$ cat src/esp_regs.svh
`ifndef ESP_REGS_SVH
`define ESP_REGS_SVH
// Register byte offsets.
`define ESP_CTRL_OFS 8'h00
`define ESP_IEN_OFS 8'h04
`define ESP_STAT_OFS 8'h08
`define ESP_DATA_OFS 8'h0C
`define ESP_BAUD_OFS 8'h10
`define ESP_TXD_OFS 8'h14
`define ESP_MODE_OFS 8'h18
// Control bit positions.
`define ESP_CTRL_EN 0
`define ESP_CTRL_WAKE 1
`define ESP_CTRL_ICS 2
`define ESP_CTRL_M 3
`define ESP_CTRL_PEN 4
`define ESP_CTRL_PTY 5
`define ESP_CTRL_STBY 6
`define ESP_CTRL_BRK 7
// Interrupt enable bit positions.
`define ESP_IE_TXE 0
`define ESP_IE_TXC 1
`define ESP_IE_RXF 2
`define ESP_IE_IDLE 3
`define ESP_IE_OR 4
`define ESP_IE_NF 5
`define ESP_IE_FE 6
`define ESP_IE_PE 7
// Status bit positions.
`define ESP_ST_TXE 0
`define ESP_ST_TXC 1
`define ESP_ST_RXF 2
`define ESP_ST_IDLE 3
`define ESP_ST_OR 4
`define ESP_ST_NF 5
`define ESP_ST_FE 6
`define ESP_ST_PE 7
// Mode register bit positions.
`define ESP_MODE_STOP 0
`define ESP_MODE_DBG 1
`define ESP_MODE_BCA 2
// Reset values and timing.
`define ESP_CTRL_RST 8'h00
`define ESP_IEN_RST 8'h00
`define ESP_BAUD_RST 16'h0019
`define ESP_TICKS 5'd16
`define ESP_SAMP_A 4'd7
`define ESP_SAMP_B 4'd8
`define ESP_SAMP_C 4'd9
`define ESP_START_A 4'd2
`define ESP_START_B 4'd4
`define ESP_START_C 4'd6
`endif

$ cat src/esp_pkg.sv
package esp_pkg;
  typedef enum logic [1:0] {
    ESP_IDLE = 2'b00,
    ESP_START = 2'b01,
    ESP_DATA = 2'b10,
    ESP_STOP = 2'b11
  } esp_rx_state_t;
  typedef enum logic [1:0] {
    ESP_TX_IDLE = 2'b00,
    ESP_TX_SHIFT = 2'b01
  } esp_tx_state_t;
endpackage

$ cat src/esp_tick_gen.sv
`timescale 1ns/1ns
`include "esp_regs.svh"
module esp_tick_gen
  import esp_pkg::*;
(
  // Clock and reset.
  input wire logic aclk,
  input wire logic aresetn,
  // Control.
  input wire logic run,
  input wire logic [15:0] divisor,
  // Oversample tick.
  output logic tick
);
  logic [15:0] cnt_reg;
  logic [15:0] cnt_next;
  wire at_end = (cnt_reg >= divisor) || (divisor == 16'h0000);
  assign cnt_next = at_end ? 16'h0000 : cnt_reg + 16'h0001;
  always_ff @(posedge aclk) begin
    if (!aresetn || !run) begin
      cnt_reg <= 16'h0000;
      tick <= 1'b0;
    end else begin
      cnt_reg <= cnt_next;
      tick <= at_end;
    end
  end
endmodule

$ cat src/esp_core.sv
`timescale 1ns/1ns
`include "esp_regs.svh"
// Summary of operation
// - Oversample tick runs at sixteen times baud and times all bit sampling.
// - Stop bit sampled at oversample ticks 8, 9 and 10.
// - One missed stop sample flags noise; more than one flags framing error.
// - Tick counter resynchronises on each valid falling edge inside a character.
// - Setting receiver standby suppresses rx_irq requests; err_irq requests are not masked.
// - Wake select set: character with MSB one clears standby, sets rx full.
// - Wake select clear: idle character clears standby, sets no idle or full.
// - Idle count start selects counting ones after start or after stop bit.
// - Wake select clear: setting standby on an idle line wakes again.
// - Buffer moving to shift register sets tx empty, interrupt if enabled.
// - Tx complete set when shifter and buffer empty; interrupt if enabled.
// - Character into data buffer sets rx full; interrupt if enabled.
// - Idle flag after 10 or 11 ones by length; interrupt if enabled.
// - Unread buffer keeps old character, new lost, overrun set, error request.
// - Noise in start, data or stop bits sets noise flag, error request.
// - Zero where stop bit expected sets framing error, error request.
// - Parity check failure sets parity flag, error request.
// - Keeps operating in wait mode; enabled requests wake the processor.
// - Stop mode halts operation keeping registers; resumes at exit.
// - Break with clear allowed: clears act and stay after break.
// - Break with clear disallowed: accesses leave flags; two-step clear resumes after.
module esp_core
  import esp_pkg::*;
(
  // Clock and reset.
  input wire logic aclk,
  input wire logic aresetn,
  // AXI4-Lite write channels.
  input wire logic [7:0] s_axi_awaddr,
  input wire logic s_axi_awvalid,
  output logic s_axi_awready,
  input wire logic [31:0] s_axi_wdata,
  input wire logic [3:0] s_axi_wstrb,
  input wire logic s_axi_wvalid,
  output logic s_axi_wready,
  output logic [1:0] s_axi_bresp,
  output logic s_axi_bvalid,
  input wire logic s_axi_bready,
  // AXI4-Lite read channels.
  input wire logic [7:0] s_axi_araddr,
  input wire logic s_axi_arvalid,
  output logic s_axi_arready,
  output logic [31:0] s_axi_rdata,
  output logic [1:0] s_axi_rresp,
  output logic s_axi_rvalid,
  input wire logic s_axi_rready,
  // Serial pins.
  input wire logic rxd,
  output logic txd,
  // Interrupt requests.
  output logic tx_irq,
  output logic rx_irq,
  output logic err_irq
);
  logic [7:0] ctrl_reg;
  logic [7:0] ien_reg;
  logic [15:0] baud_reg;
  logic [2:0] mode_reg;
  logic [7:0] stat_reg;
  logic [7:0] stat_next;
  logic [8:0] rx_buf_reg;
  logic [7:0] txd_buf_reg;
  logic txd_full_reg;
  logic [1:0] clr_armed_reg;
  logic [7:0] armed_reg;
  logic rx_s1_reg, rx_s2_reg, rx_prev_reg;
  esp_rx_state_t rx_state_reg;
  logic [3:0] tick_cnt_reg;
  logic [3:0] bit_cnt_reg;
  logic [9:0] sh_reg;
  logic [2:0] samp_reg;
  logic rx_noise_reg;
  logic last_bit_reg;
  logic [3:0] ones_reg;
  logic idle_seen_reg;
  esp_tx_state_t tx_state_reg;
  logic [10:0] tx_sh_reg;
  logic [3:0] tx_bits_reg;
  logic [3:0] tx_tick_reg;
  logic tick;
  // Write handshake holding registers.
  logic aw_hold_reg, w_hold_reg;
  logic [7:0] aw_addr_reg;
  logic [31:0] w_data_reg;
  logic [3:0] w_strb_reg;

  function automatic logic maj3(input logic [2:0] s);
    maj3 = (s[0] & s[1]) | (s[0] & s[2]) | (s[1] & s[2]);
  endfunction
  function automatic logic mixed3(input logic [2:0] s);
    mixed3 = (s != 3'b000) && (s != 3'b111);
  endfunction

  wire stopped = mode_reg[`ESP_MODE_STOP];
  wire enabled = ctrl_reg[`ESP_CTRL_EN] && !stopped;
  wire nine = ctrl_reg[`ESP_CTRL_M];
  wire [3:0] char_bits = nine ? 4'd10 : 4'd9;
  esp_tick_gen u_tick (
    .aclk(aclk),
    .aresetn(aresetn),
    .run(enabled),
    .divisor(baud_reg),
    .tick(tick)
  );

  // Bus handshake.
  wire do_write = aw_hold_reg && w_hold_reg && !s_axi_bvalid;
  wire do_read = s_axi_arvalid && s_axi_arready;
  wire rd_data = do_read && (s_axi_araddr == `ESP_DATA_OFS);
  wire rd_stat = do_read && (s_axi_araddr == `ESP_STAT_OFS);
  wire wr_hit = do_write && w_strb_reg[0];
  wire wr_ctrl = wr_hit && (aw_addr_reg == `ESP_CTRL_OFS);
  wire wr_stat = wr_hit && (aw_addr_reg == `ESP_STAT_OFS);
  wire wr_txd = wr_hit && (aw_addr_reg == `ESP_TXD_OFS) && enabled;
  wire in_dbg = mode_reg[`ESP_MODE_DBG];
  wire clr_ok = !in_dbg || mode_reg[`ESP_MODE_BCA];
  wire known = (s_axi_araddr <= `ESP_MODE_OFS) && (s_axi_araddr[1:0] == 2'b00);
  wire wknown = (aw_addr_reg <= `ESP_MODE_OFS) && (aw_addr_reg[1:0] == 2'b00);

  always_ff @(posedge aclk) begin
    if (!aresetn) begin
      aw_hold_reg <= 1'b0;
      w_hold_reg <= 1'b0;
      aw_addr_reg <= 8'h00;
      w_data_reg <= 32'h00000000;
      w_strb_reg <= 4'h0;
      s_axi_bvalid <= 1'b0;
      s_axi_bresp <= 2'b00;
    end else begin
      if (s_axi_awvalid && s_axi_awready) begin
        aw_hold_reg <= 1'b1;
        aw_addr_reg <= s_axi_awaddr;
      end
      if (s_axi_wvalid && s_axi_wready) begin
        w_hold_reg <= 1'b1;
        w_data_reg <= s_axi_wdata;
        w_strb_reg <= s_axi_wstrb;
      end
      if (do_write) begin
        aw_hold_reg <= 1'b0;
        w_hold_reg <= 1'b0;
        s_axi_bvalid <= 1'b1;
        s_axi_bresp <= wknown ? 2'b00 : 2'b10;
      end else if (s_axi_bready) begin
        s_axi_bvalid <= 1'b0;
      end
    end
  end
  assign s_axi_awready = !aw_hold_reg;
  assign s_axi_wready = !w_hold_reg;
  assign s_axi_arready = !s_axi_rvalid;

  always_ff @(posedge aclk) begin
    if (!aresetn) begin
      s_axi_rvalid <= 1'b0;
      s_axi_rdata <= 32'h00000000;
      s_axi_rresp <= 2'b00;
    end else if (do_read) begin
      s_axi_rvalid <= 1'b1;
      s_axi_rresp <= known ? 2'b00 : 2'b10;
      case (s_axi_araddr)
        `ESP_CTRL_OFS: s_axi_rdata <= {24'h000000, ctrl_reg};
        `ESP_IEN_OFS: s_axi_rdata <= {24'h000000, ien_reg};
        `ESP_STAT_OFS: s_axi_rdata <= {24'h000000, stat_reg};
        `ESP_DATA_OFS: s_axi_rdata <= {23'h000000, rx_buf_reg};
        `ESP_BAUD_OFS: s_axi_rdata <= {16'h0000, baud_reg};
        `ESP_MODE_OFS: s_axi_rdata <= {29'h00000000, mode_reg};
        default: s_axi_rdata <= 32'h00000000;
      endcase
    end else if (s_axi_rready) begin
      s_axi_rvalid <= 1'b0;
    end
  end

  // Control registers; standby is also cleared by wakeup below.
  logic wake_evt;
  always_ff @(posedge aclk) begin
    if (!aresetn) begin
      ctrl_reg <= `ESP_CTRL_RST;
      ien_reg <= `ESP_IEN_RST;
      baud_reg <= `ESP_BAUD_RST;
      mode_reg <= 3'b000;
    end else begin
      if (wr_ctrl) begin
        ctrl_reg <= w_data_reg[7:0];
      end else if (wake_evt) begin
        ctrl_reg[`ESP_CTRL_STBY] <= 1'b0;
      end
      if (wr_hit && aw_addr_reg == `ESP_IEN_OFS) begin
        ien_reg <= w_data_reg[7:0];
      end
      if (wr_hit && aw_addr_reg == `ESP_BAUD_OFS) begin
        baud_reg <= w_data_reg[15:0];
      end
      if (wr_hit && aw_addr_reg == `ESP_MODE_OFS) begin
        mode_reg <= w_data_reg[2:0];
      end
    end
  end

  // Receive pin synchroniser.
  always_ff @(posedge aclk) begin
    if (!aresetn) begin
      rx_s1_reg <= 1'b1;
      rx_s2_reg <= 1'b1;
      rx_prev_reg <= 1'b1;
    end else begin
      rx_s1_reg <= rxd;
      rx_s2_reg <= rx_s1_reg;
      if (tick) begin
        rx_prev_reg <= rx_s2_reg;
      end
    end
  end

  // Receiver sequencer.
  wire rx_run = tick && enabled;
  wire fall = rx_prev_reg && !rx_s2_reg;
  wire at_a = tick_cnt_reg == `ESP_SAMP_A;
  wire at_b = tick_cnt_reg == `ESP_SAMP_B;
  wire at_c = tick_cnt_reg == `ESP_SAMP_C;
  wire [2:0] samp_now = {samp_reg[1:0], rx_s2_reg};
  wire bit_val = maj3(samp_now);
  wire bit_end = rx_run && at_c;
  wire start_bad = rx_run && (rx_state_reg == ESP_START) && (tick_cnt_reg == `ESP_START_C) &&
                   maj3(samp_now);
  wire char_done = bit_end && (rx_state_reg == ESP_STOP);
  wire stop_fe = char_done && !bit_val;
  wire stop_nf = char_done && mixed3(samp_now);
  wire [8:0] rx_word = nine ? sh_reg[9:1] : {1'b0, sh_reg[9:2]};
  wire msb = nine ? sh_reg[9] : sh_reg[9];
  wire par_bad = ctrl_reg[`ESP_CTRL_PEN] && ((^rx_word) ^ ctrl_reg[`ESP_CTRL_PTY]);
  wire stby = ctrl_reg[`ESP_CTRL_STBY];
  wire wake_sel = ctrl_reg[`ESP_CTRL_WAKE];
  wire addr_wake = char_done && stby && wake_sel && msb;
  wire accept = char_done && (!stby || addr_wake);
  wire line_idle = ones_reg >= (char_bits + 4'd1);
  wire idle_wake = stby && !wake_sel && line_idle && enabled;
  assign wake_evt = addr_wake || idle_wake;
  wire idle_set = rx_run && line_idle && !idle_seen_reg && !stby;

  always_ff @(posedge aclk) begin
    if (!aresetn) begin
      rx_state_reg <= ESP_IDLE;
      tick_cnt_reg <= 4'h0;
      bit_cnt_reg <= 4'h0;
      sh_reg <= 10'h000;
      samp_reg <= 3'b111;
      rx_noise_reg <= 1'b0;
      last_bit_reg <= 1'b1;
    end else if (rx_run) begin
      tick_cnt_reg <= tick_cnt_reg + 4'h1;
      if (at_a || at_b || tick_cnt_reg == `ESP_START_A || tick_cnt_reg == `ESP_START_B) begin
        samp_reg <= {samp_reg[1:0], rx_s2_reg};
      end
      case (rx_state_reg)
        ESP_IDLE: begin
          rx_noise_reg <= 1'b0;
          if (fall) begin
            rx_state_reg <= ESP_START;
            tick_cnt_reg <= 4'h0;
          end
        end
        ESP_START: begin
          if (tick_cnt_reg == `ESP_START_C) begin
            rx_noise_reg <= mixed3(samp_now);
            if (start_bad) begin
              rx_state_reg <= ESP_IDLE;
            end
          end
          if (at_c) begin
            rx_state_reg <= ESP_DATA;
            bit_cnt_reg <= 4'h0;
            last_bit_reg <= 1'b0;
          end
        end
        ESP_DATA: begin
          if (fall && last_bit_reg && (tick_cnt_reg > `ESP_SAMP_C || tick_cnt_reg < `ESP_SAMP_A)) begin
            tick_cnt_reg <= 4'h0;
          end
          if (at_c) begin
            sh_reg <= {bit_val, sh_reg[9:1]};
            last_bit_reg <= bit_val;
            rx_noise_reg <= rx_noise_reg | mixed3(samp_now);
            bit_cnt_reg <= bit_cnt_reg + 4'h1;
            if (bit_cnt_reg == char_bits - 4'd2) begin
              rx_state_reg <= ESP_STOP;
            end
          end
        end
        ESP_STOP: begin
          if (at_c) begin
            rx_state_reg <= ESP_IDLE;
          end
        end
        default: rx_state_reg <= ESP_IDLE;
      endcase
    end
  end

  // Ones counted to 10 or 11.
  always_ff @(posedge aclk) begin
    if (!aresetn) begin
      ones_reg <= 4'h0;
      idle_seen_reg <= 1'b0;
    end else if (bit_end) begin
      if (!bit_val || (rx_state_reg == ESP_START) ||
          (ctrl_reg[`ESP_CTRL_ICS] && rx_state_reg == ESP_DATA)) begin
        ones_reg <= 4'h0;
        idle_seen_reg <= 1'b0;
      end else if (!line_idle) begin
        ones_reg <= ones_reg + 4'h1;
      end else begin
        idle_seen_reg <= 1'b1;
      end
    end else if (rx_run && rx_state_reg == ESP_IDLE && tick_cnt_reg == 4'hF && !line_idle) begin
      ones_reg <= ones_reg + 4'h1;
    end else if (idle_set || idle_wake) begin
      idle_seen_reg <= 1'b1;
    end
  end

  // Transmitter.
  wire tx_load = enabled && (tx_state_reg == ESP_TX_IDLE) && txd_full_reg && tick;
  wire tx_bit = tick && (tx_tick_reg == 4'hF);
  always_ff @(posedge aclk) begin
    if (!aresetn) begin
      tx_state_reg <= ESP_TX_IDLE;
      tx_sh_reg <= 11'h7FF;
      tx_bits_reg <= 4'h0;
      tx_tick_reg <= 4'h0;
      txd <= 1'b1;
      txd_full_reg <= 1'b0;
      txd_buf_reg <= 8'h00;
    end else begin
      if (wr_txd) begin
        txd_buf_reg <= w_data_reg[7:0];
        txd_full_reg <= 1'b1;
      end else if (tx_load) begin
        txd_full_reg <= 1'b0;
      end
      if (tick && enabled) begin
        tx_tick_reg <= tx_tick_reg + 4'h1;
      end
      if (tx_load) begin
        tx_state_reg <= ESP_TX_SHIFT;
        tx_sh_reg <= {2'b11, txd_buf_reg, 1'b0};
        tx_bits_reg <= 4'd10;
        tx_tick_reg <= 4'h0;
        txd <= 1'b0;
      end else if (tx_state_reg == ESP_TX_SHIFT && tx_bit) begin
        tx_sh_reg <= {1'b1, tx_sh_reg[10:1]};
        txd <= tx_sh_reg[1];
        tx_bits_reg <= tx_bits_reg - 4'h1;
        if (tx_bits_reg == 4'h1) begin
          tx_state_reg <= ESP_TX_IDLE;
        end
      end
    end
  end
  wire tx_done = (tx_state_reg == ESP_TX_SHIFT) && tx_bit && (tx_bits_reg == 4'h1) && !txd_full_reg;

  // Status flags: a set in the same cycle as a clear wins.
  // Two-step clear.
  wire stat_clr = clr_ok && wr_stat;
  wire [7:0] arm_clr = (rd_stat && clr_ok) ? stat_reg : 8'h00;
  wire rx_step2 = rd_data && clr_ok && armed_reg[`ESP_ST_RXF];
  always_comb begin
    stat_next = stat_reg;
    if (stat_clr) begin
      stat_next = stat_reg & ~w_data_reg[7:0];
    end
    if (rx_step2) begin
      stat_next = stat_next & 8'hC3;
    end
    if (wr_txd && clr_ok) begin
      stat_next[`ESP_ST_TXE] = 1'b0;
      stat_next[`ESP_ST_TXC] = 1'b0;
    end
    if (tx_load) begin
      stat_next[`ESP_ST_TXE] = 1'b1;
    end
    if (tx_done) begin
      stat_next[`ESP_ST_TXC] = 1'b1;
    end
    if (accept && stat_reg[`ESP_ST_RXF]) begin
      stat_next[`ESP_ST_OR] = 1'b1;
    end else if (accept) begin
      stat_next[`ESP_ST_RXF] = 1'b1;
      stat_next[`ESP_ST_NF] = stat_next[`ESP_ST_NF] | rx_noise_reg | stop_nf;
      stat_next[`ESP_ST_FE] = stat_next[`ESP_ST_FE] | stop_fe;
      stat_next[`ESP_ST_PE] = stat_next[`ESP_ST_PE] | par_bad;
    end
    if (idle_set) begin
      stat_next[`ESP_ST_IDLE] = 1'b1;
    end
  end

  always_ff @(posedge aclk) begin
    if (!aresetn) begin
      stat_reg <= 8'h03;
      armed_reg <= 8'h00;
      rx_buf_reg <= 9'h000;
    end else begin
      stat_reg <= stat_next;
      if (rd_stat && clr_ok) begin
        armed_reg <= arm_clr;
      end else if (rx_step2) begin
        armed_reg <= 8'h00;
      end
      if (accept && !stat_reg[`ESP_ST_RXF]) begin
        rx_buf_reg <= stop_fe && rx_word == 9'h000 ? 9'h000 : rx_word;
      end
    end
  end

  always_ff @(posedge aclk) begin
    if (!aresetn) begin
      tx_irq <= 1'b0;
      rx_irq <= 1'b0;
      err_irq <= 1'b0;
    end else begin
      tx_irq <= |(stat_reg[1:0] & ien_reg[1:0]);
      rx_irq <= !stby && |(stat_reg[3:2] & ien_reg[3:2]);
      err_irq <= |(stat_reg[7:4] & ien_reg[7:4]);
    end
  end

  property p_err_or;
    @(posedge aclk) disable iff (!aresetn)
      1'b1 |=> err_irq == $past(|(stat_reg[7:4] & ien_reg[7:4]));
  endproperty
  a_err_or: assert property (p_err_or) else $error("error request mismatch");
  property p_stby_mask;
    @(posedge aclk) disable iff (!aresetn)
      $past(stby) |-> !rx_irq;
  endproperty
  a_stby_mask: assert property (p_stby_mask) else $error("rx request in standby");
  property p_overrun;
    @(posedge aclk) disable iff (!aresetn)
      accept && stat_reg[`ESP_ST_RXF] |=> stat_reg[`ESP_ST_OR] && rx_buf_reg == $past(rx_buf_reg);
  endproperty
  a_overrun: assert property (p_overrun) else $error("overrun lost old data");
  property p_rxf;
    @(posedge aclk) disable iff (!aresetn)
      accept |=> stat_reg[`ESP_ST_RXF];
  endproperty
  a_rxf: assert property (p_rxf) else $error("rx full not set");
  property p_fe;
    @(posedge aclk) disable iff (!aresetn)
      accept && stop_fe && !stat_reg[`ESP_ST_RXF] |=> stat_reg[`ESP_ST_FE];
  endproperty
  a_fe: assert property (p_fe) else $error("framing flag missed");
  property p_addr_wake;
    @(posedge aclk) disable iff (!aresetn)
      addr_wake && !wr_ctrl |=> !stby ##0 stat_reg[`ESP_ST_RXF];
  endproperty
  a_addr_wake: assert property (p_addr_wake) else $error("address wake failed");
  property p_idle_wake;
    @(posedge aclk) disable iff (!aresetn)
      idle_wake && !wr_ctrl |=> !stby && !$rose(stat_reg[`ESP_ST_IDLE]);
  endproperty
  a_idle_wake: assert property (p_idle_wake) else $error("idle wake failed");
  property p_txe;
    @(posedge aclk) disable iff (!aresetn)
      tx_load |=> stat_reg[`ESP_ST_TXE] && tx_state_reg == ESP_TX_SHIFT;
  endproperty
  a_txe: assert property (p_txe) else $error("tx empty not set");
  property p_break_hold;
    @(posedge aclk) disable iff (!aresetn)
      in_dbg && !mode_reg[`ESP_MODE_BCA] |=> (stat_reg & $past(stat_reg)) == $past(stat_reg);
  endproperty
  a_break_hold: assert property (p_break_hold) else $error("flag cleared in break");
endmodule

$ cat config.mk
export PLATFORM = sky130hd
export DESIGN_NAME = esp_core
export DESIGN_NICKNAME = d
export VERILOG_FILES = /design/src/esp_pkg.sv /design/src/esp_tick_gen.sv /design/src/esp_core.sv
export VERILOG_INCLUDE_DIRS = /design/src
export SDC_FILE = /design/constraint.sdc
export NUM_CORES = 1
export LEC_CHECK = 0
export BUFFER_PORTS_ARGS = -buffer_cell sky130_fd_sc_hd__clkbuf_2
export CORE_ASPECT_RATIO = 1.25
export CORE_MARGIN = 4
export CORE_UTILIZATION = 58
export DETAILED_ROUTE_END_ITERATION = 10
export PLACE_DENSITY = 0.83
export SLEW_MARGIN = 20
export SYNTH_ARGS = -nofsm -noshare
export SYNTH_HDL_FRONTEND = slang
export SYNTH_SLANG_ARGS = --single-unit
$ cat constraint.sdc
create_clock -name aclk -period 2.4 [get_ports aclk]
set_input_delay 0.72 -clock aclk [delete_from_list [all_inputs] [get_ports aclk]]
set_output_delay 0.72 -clock aclk [all_outputs]
set_load 0.02 [all_outputs]
==> impl_metrics.ini <==
[final_layout]
layout-drive-gt1-share_pct = 14.1
syn_to_final_growth_pct = 12.9
antennaDiodeCount = 0
nNetsFinal = 1115
fin_area_um2 = 9550
fillerInstances = 1154
fin_util_pct = 66.6

[routing]
dr.pass1.iters = 5
wl_per_cell_um = 16.4
vias = 6959
drt-initial-drc-count = 419
drc = 0
vias_per_cell = 5.76
wirelength_um = 19800
ant_nets = 0

[die]
start_util_pct = 59.0
ioPinCount = 105
chipWidth_um = 116
rows = 49
core_area_um2 = 14300
die_y_um = 143
die_area_um2 = 16600

[placement]
dpl_cell_area_um2 = 8970
place_congestion = 0.863
numPortBuffers = 67
hpwl_um = 13900

[pwr]
vdd_ir_drop_max_uv = 578
p_total_mw = 6.10
cellPowerDensity_nw_per_um2 = 638
leakagePower_nw = 3.93

[sta]
rsz0062_at_grt = false
setup_violations = 0
period_share_pct = 89.0
slew_headroom_pct = 57.9
drv_slew = 0
final.min_clock_period_ps = 2140
fin_skew_ps = 11.5
tns_ps = 0
final_hold_viol_count = 0
max_freq_mhz = 468
tightest_slew_ps = 629

[cts]
clock_sinks = 178
clock-root-buffer = clkbuf_16
numCtsBuffers = 17
cts_max_level = 4
insertion_delay_ps = 440
max-clock-path-buffers = 2
clkTransAtPathRegs_ps = 60
cts_tree = built
cts_hold_buf = 0
post_cts_buffers = 0
cts.repair.resized = 0

[synth]
synth_seq_area_share_pct = 42.1
synthFlopType = dfxtp_1
synthTopCellsByArea = dfxtp_1 42%, mux2i_1 7.9%, ha_1 5.5%
synth_warnings = 0
avgSynthCellArea_um2 = 8.84
synth_edf_count = 0
synth_seq_cells = 178
synth_cell_types = 72
yosys.area.top_type = dfxtp_1
synthCells = 957
synth_area_um2 = 8460
synth.top_cell.area_share_pct = 42.1
synthArstFlopShare_pct = 0

[global_route]
grt_first_pass_wirelength_um = 32400
grt_antenna_before_repair = 0
grt_max_degree = 71
grt_pass1_vias = 6649
grt.overflow.total = 0
grt.total_usage_pct = 24.5

[min_path]
hp-class = reg2reg

[worst_setup_path]
critical_path_class = reg2reg
worst_setup_path_start_kind = flip-flop
worstPathMaxFanout = 8
slowest_delay_ps = 560
critPathRequiredTime_ps = 2730
worst_path_most_repeated_cell = xnor2_1
cp_slowest_cell = dfxtp_1
worstPathCellList = buf_12 -> mux2i_1 -> ha_1 -> xnor2_1 -> xnor2_1 -> xnor2_1 -> a31o_1
worstPathArrival_ps = 2460
cp-end-kind = flip-flop

[run]
cap_violations = 0

[outcome]
outcome = complete, no violations
stage by stage:
stage	worst slack (ps)	hold WS, ps	std cells
2_1_floorplan	247	386	974
3_3_place_gp	120	395	1177
3_5_place_dp	91.0	418	1177
4_1_cts	283	429	1208
5_1_grt	119	438	1208
6_report	264	422	1208
kinds of logic (layout without fill, tap and decap cells):
group	after synthesis	after routing	share of synthesized area, %
other cells	1	18	0.0443
xor+xnor	25	25	2.59
mux	75	75	9.39
simple gates	362	362	20.5
buf+inv	102	158	5.64
flops	178	178	42.1
fa+ha+maj	38	38	5.61
compound gates	176	176	14.1
worst max-delay path, delay by kind of cell (launching register included):
| kind | cells | cell delay (ps) |
|---|---|---|
| buf+inv | 1 | 180 |
| mux | 1 | 300 |
| flops | 1 | 560 |
| fa+ha+maj | 1 | 290 |
| xor+xnor | 3 | 460 |
| compound gates | 1 | 220 |
final cells by class:
type / instances / area, um2 / share of cell area (%)
Sequential cell: 178 / 3560 / 37.3
Clock buffer: 21 / 460 / 4.82
Timing Repair Buffer: 93 / 568 / 5.95
Multi-Input combinational cell: 694 / 4480 / 46.9
Inverter: 34 / 129 / 1.35
Clock inverter: 10 / 124 / 1.30
Tap cell: 178 / 223 / 2.33
final timing paths:
check,from,to,slack (ps),depth (start not counted)
setup / recovery,ctrl_reg[3]$_SDFFE_PN0P_,stat_reg[7]$_SDFF_PN0_,260,7
hold / removal,rx_s1_reg$_SDFF_PN1_,rx_s2_reg$_SDFF_PN1_,420,1
hold reg to reg,rx_s1_reg$_SDFF_PN1_,rx_s2_reg$_SDFF_PN1_,420,1
setup reg to reg,ctrl_reg[3]$_SDFFE_PN0P_,stat_reg[7]$_SDFF_PN0_,260,7
layout by cell type, fill, tap and decap left out, drive strengths merged, types with 3 or more instances in the layout:
master | synthesis | routed
o211ai | 4 | 4
a22oi | 29 | 29
xor2 | 11 | 11
and2 | 5 | 5
a211oi | 5 | 5
inv | 34 | 36
o21a | 3 | 3
a21o | 3 | 3
a21oi | 54 | 54
buf | 34 | 26
nand3b | 7 | 7
nor3b | 6 | 6
a31o | 3 | 3
nand4 | 7 | 7
a21boi | 4 | 4
nand2b | 12 | 12
xnor2 | 14 | 14
ha | 37 | 37
mux2 | 5 | 5
and3 | 14 | 14
o22ai | 9 | 9
nor2 | 105 | 105
a2111oi | 3 | 3
mux2i | 67 | 67
mux4 | 3 | 3
and3b | 6 | 6
clkinv | 0 | 5
nor4 | 8 | 8
nor3 | 27 | 27
o21ai | 25 | 25
o31ai | 12 | 12
nand2 | 117 | 117
nor2b | 12 | 12
clkbuf | 34 | 88
a32o | 3 | 3
nand3 | 27 | 27
dfxtp | 178 | 178
a31oi | 4 | 4
conb | 1 | 18
cells in the mapped netlist, types with 3 or more instances:
cell and n:
nor3b_1 6, a32o_1 3, and3_1 13, o21ai_0 24
nand2_1 117, xor2_1 11, o31ai_1 12, buf_4 19
ha_1 37, nor3_1 26, nand4_1 6, nand3_1 27
nor2_1 104, dfxtp_1 178, and2_1 5, nand3b_1 6
xnor2_1 14, mux2i_1 67, o22ai_1 9, o211ai_1 4
nor2b_1 12, mux4_2 3, nand2b_1 12, a21oi_1 54
a21o_1 3, a22oi_1 29, mux2_2 5, and3b_1 6
nor4_1 8, a31o_1 3, o21a_1 3, a211oi_1 4
a31oi_1 3, buf_2 12, inv_1 34, clkbuf_1 34
metal layers:
layer	up-vias	GRT usage [%]	wire length, um
met3	46	4.96	987
met2	211	43.0	10200
li1	3448	-	-
met5	-	0	0
met4	0	10.3	518
met1	3254	28.8	8090
report_power, final:
group / internal, mW / total, mW / switching (mW)
combinational: 0.103 / 0.295 / 0.192
sequential: 2.99 / 3.03 / 0.0419
clock: 1.60 / 2.77 / 1.18
total: 4.69 / 6.10 / 1.41
Note: power is estimated with default switching activity, not from simulation.
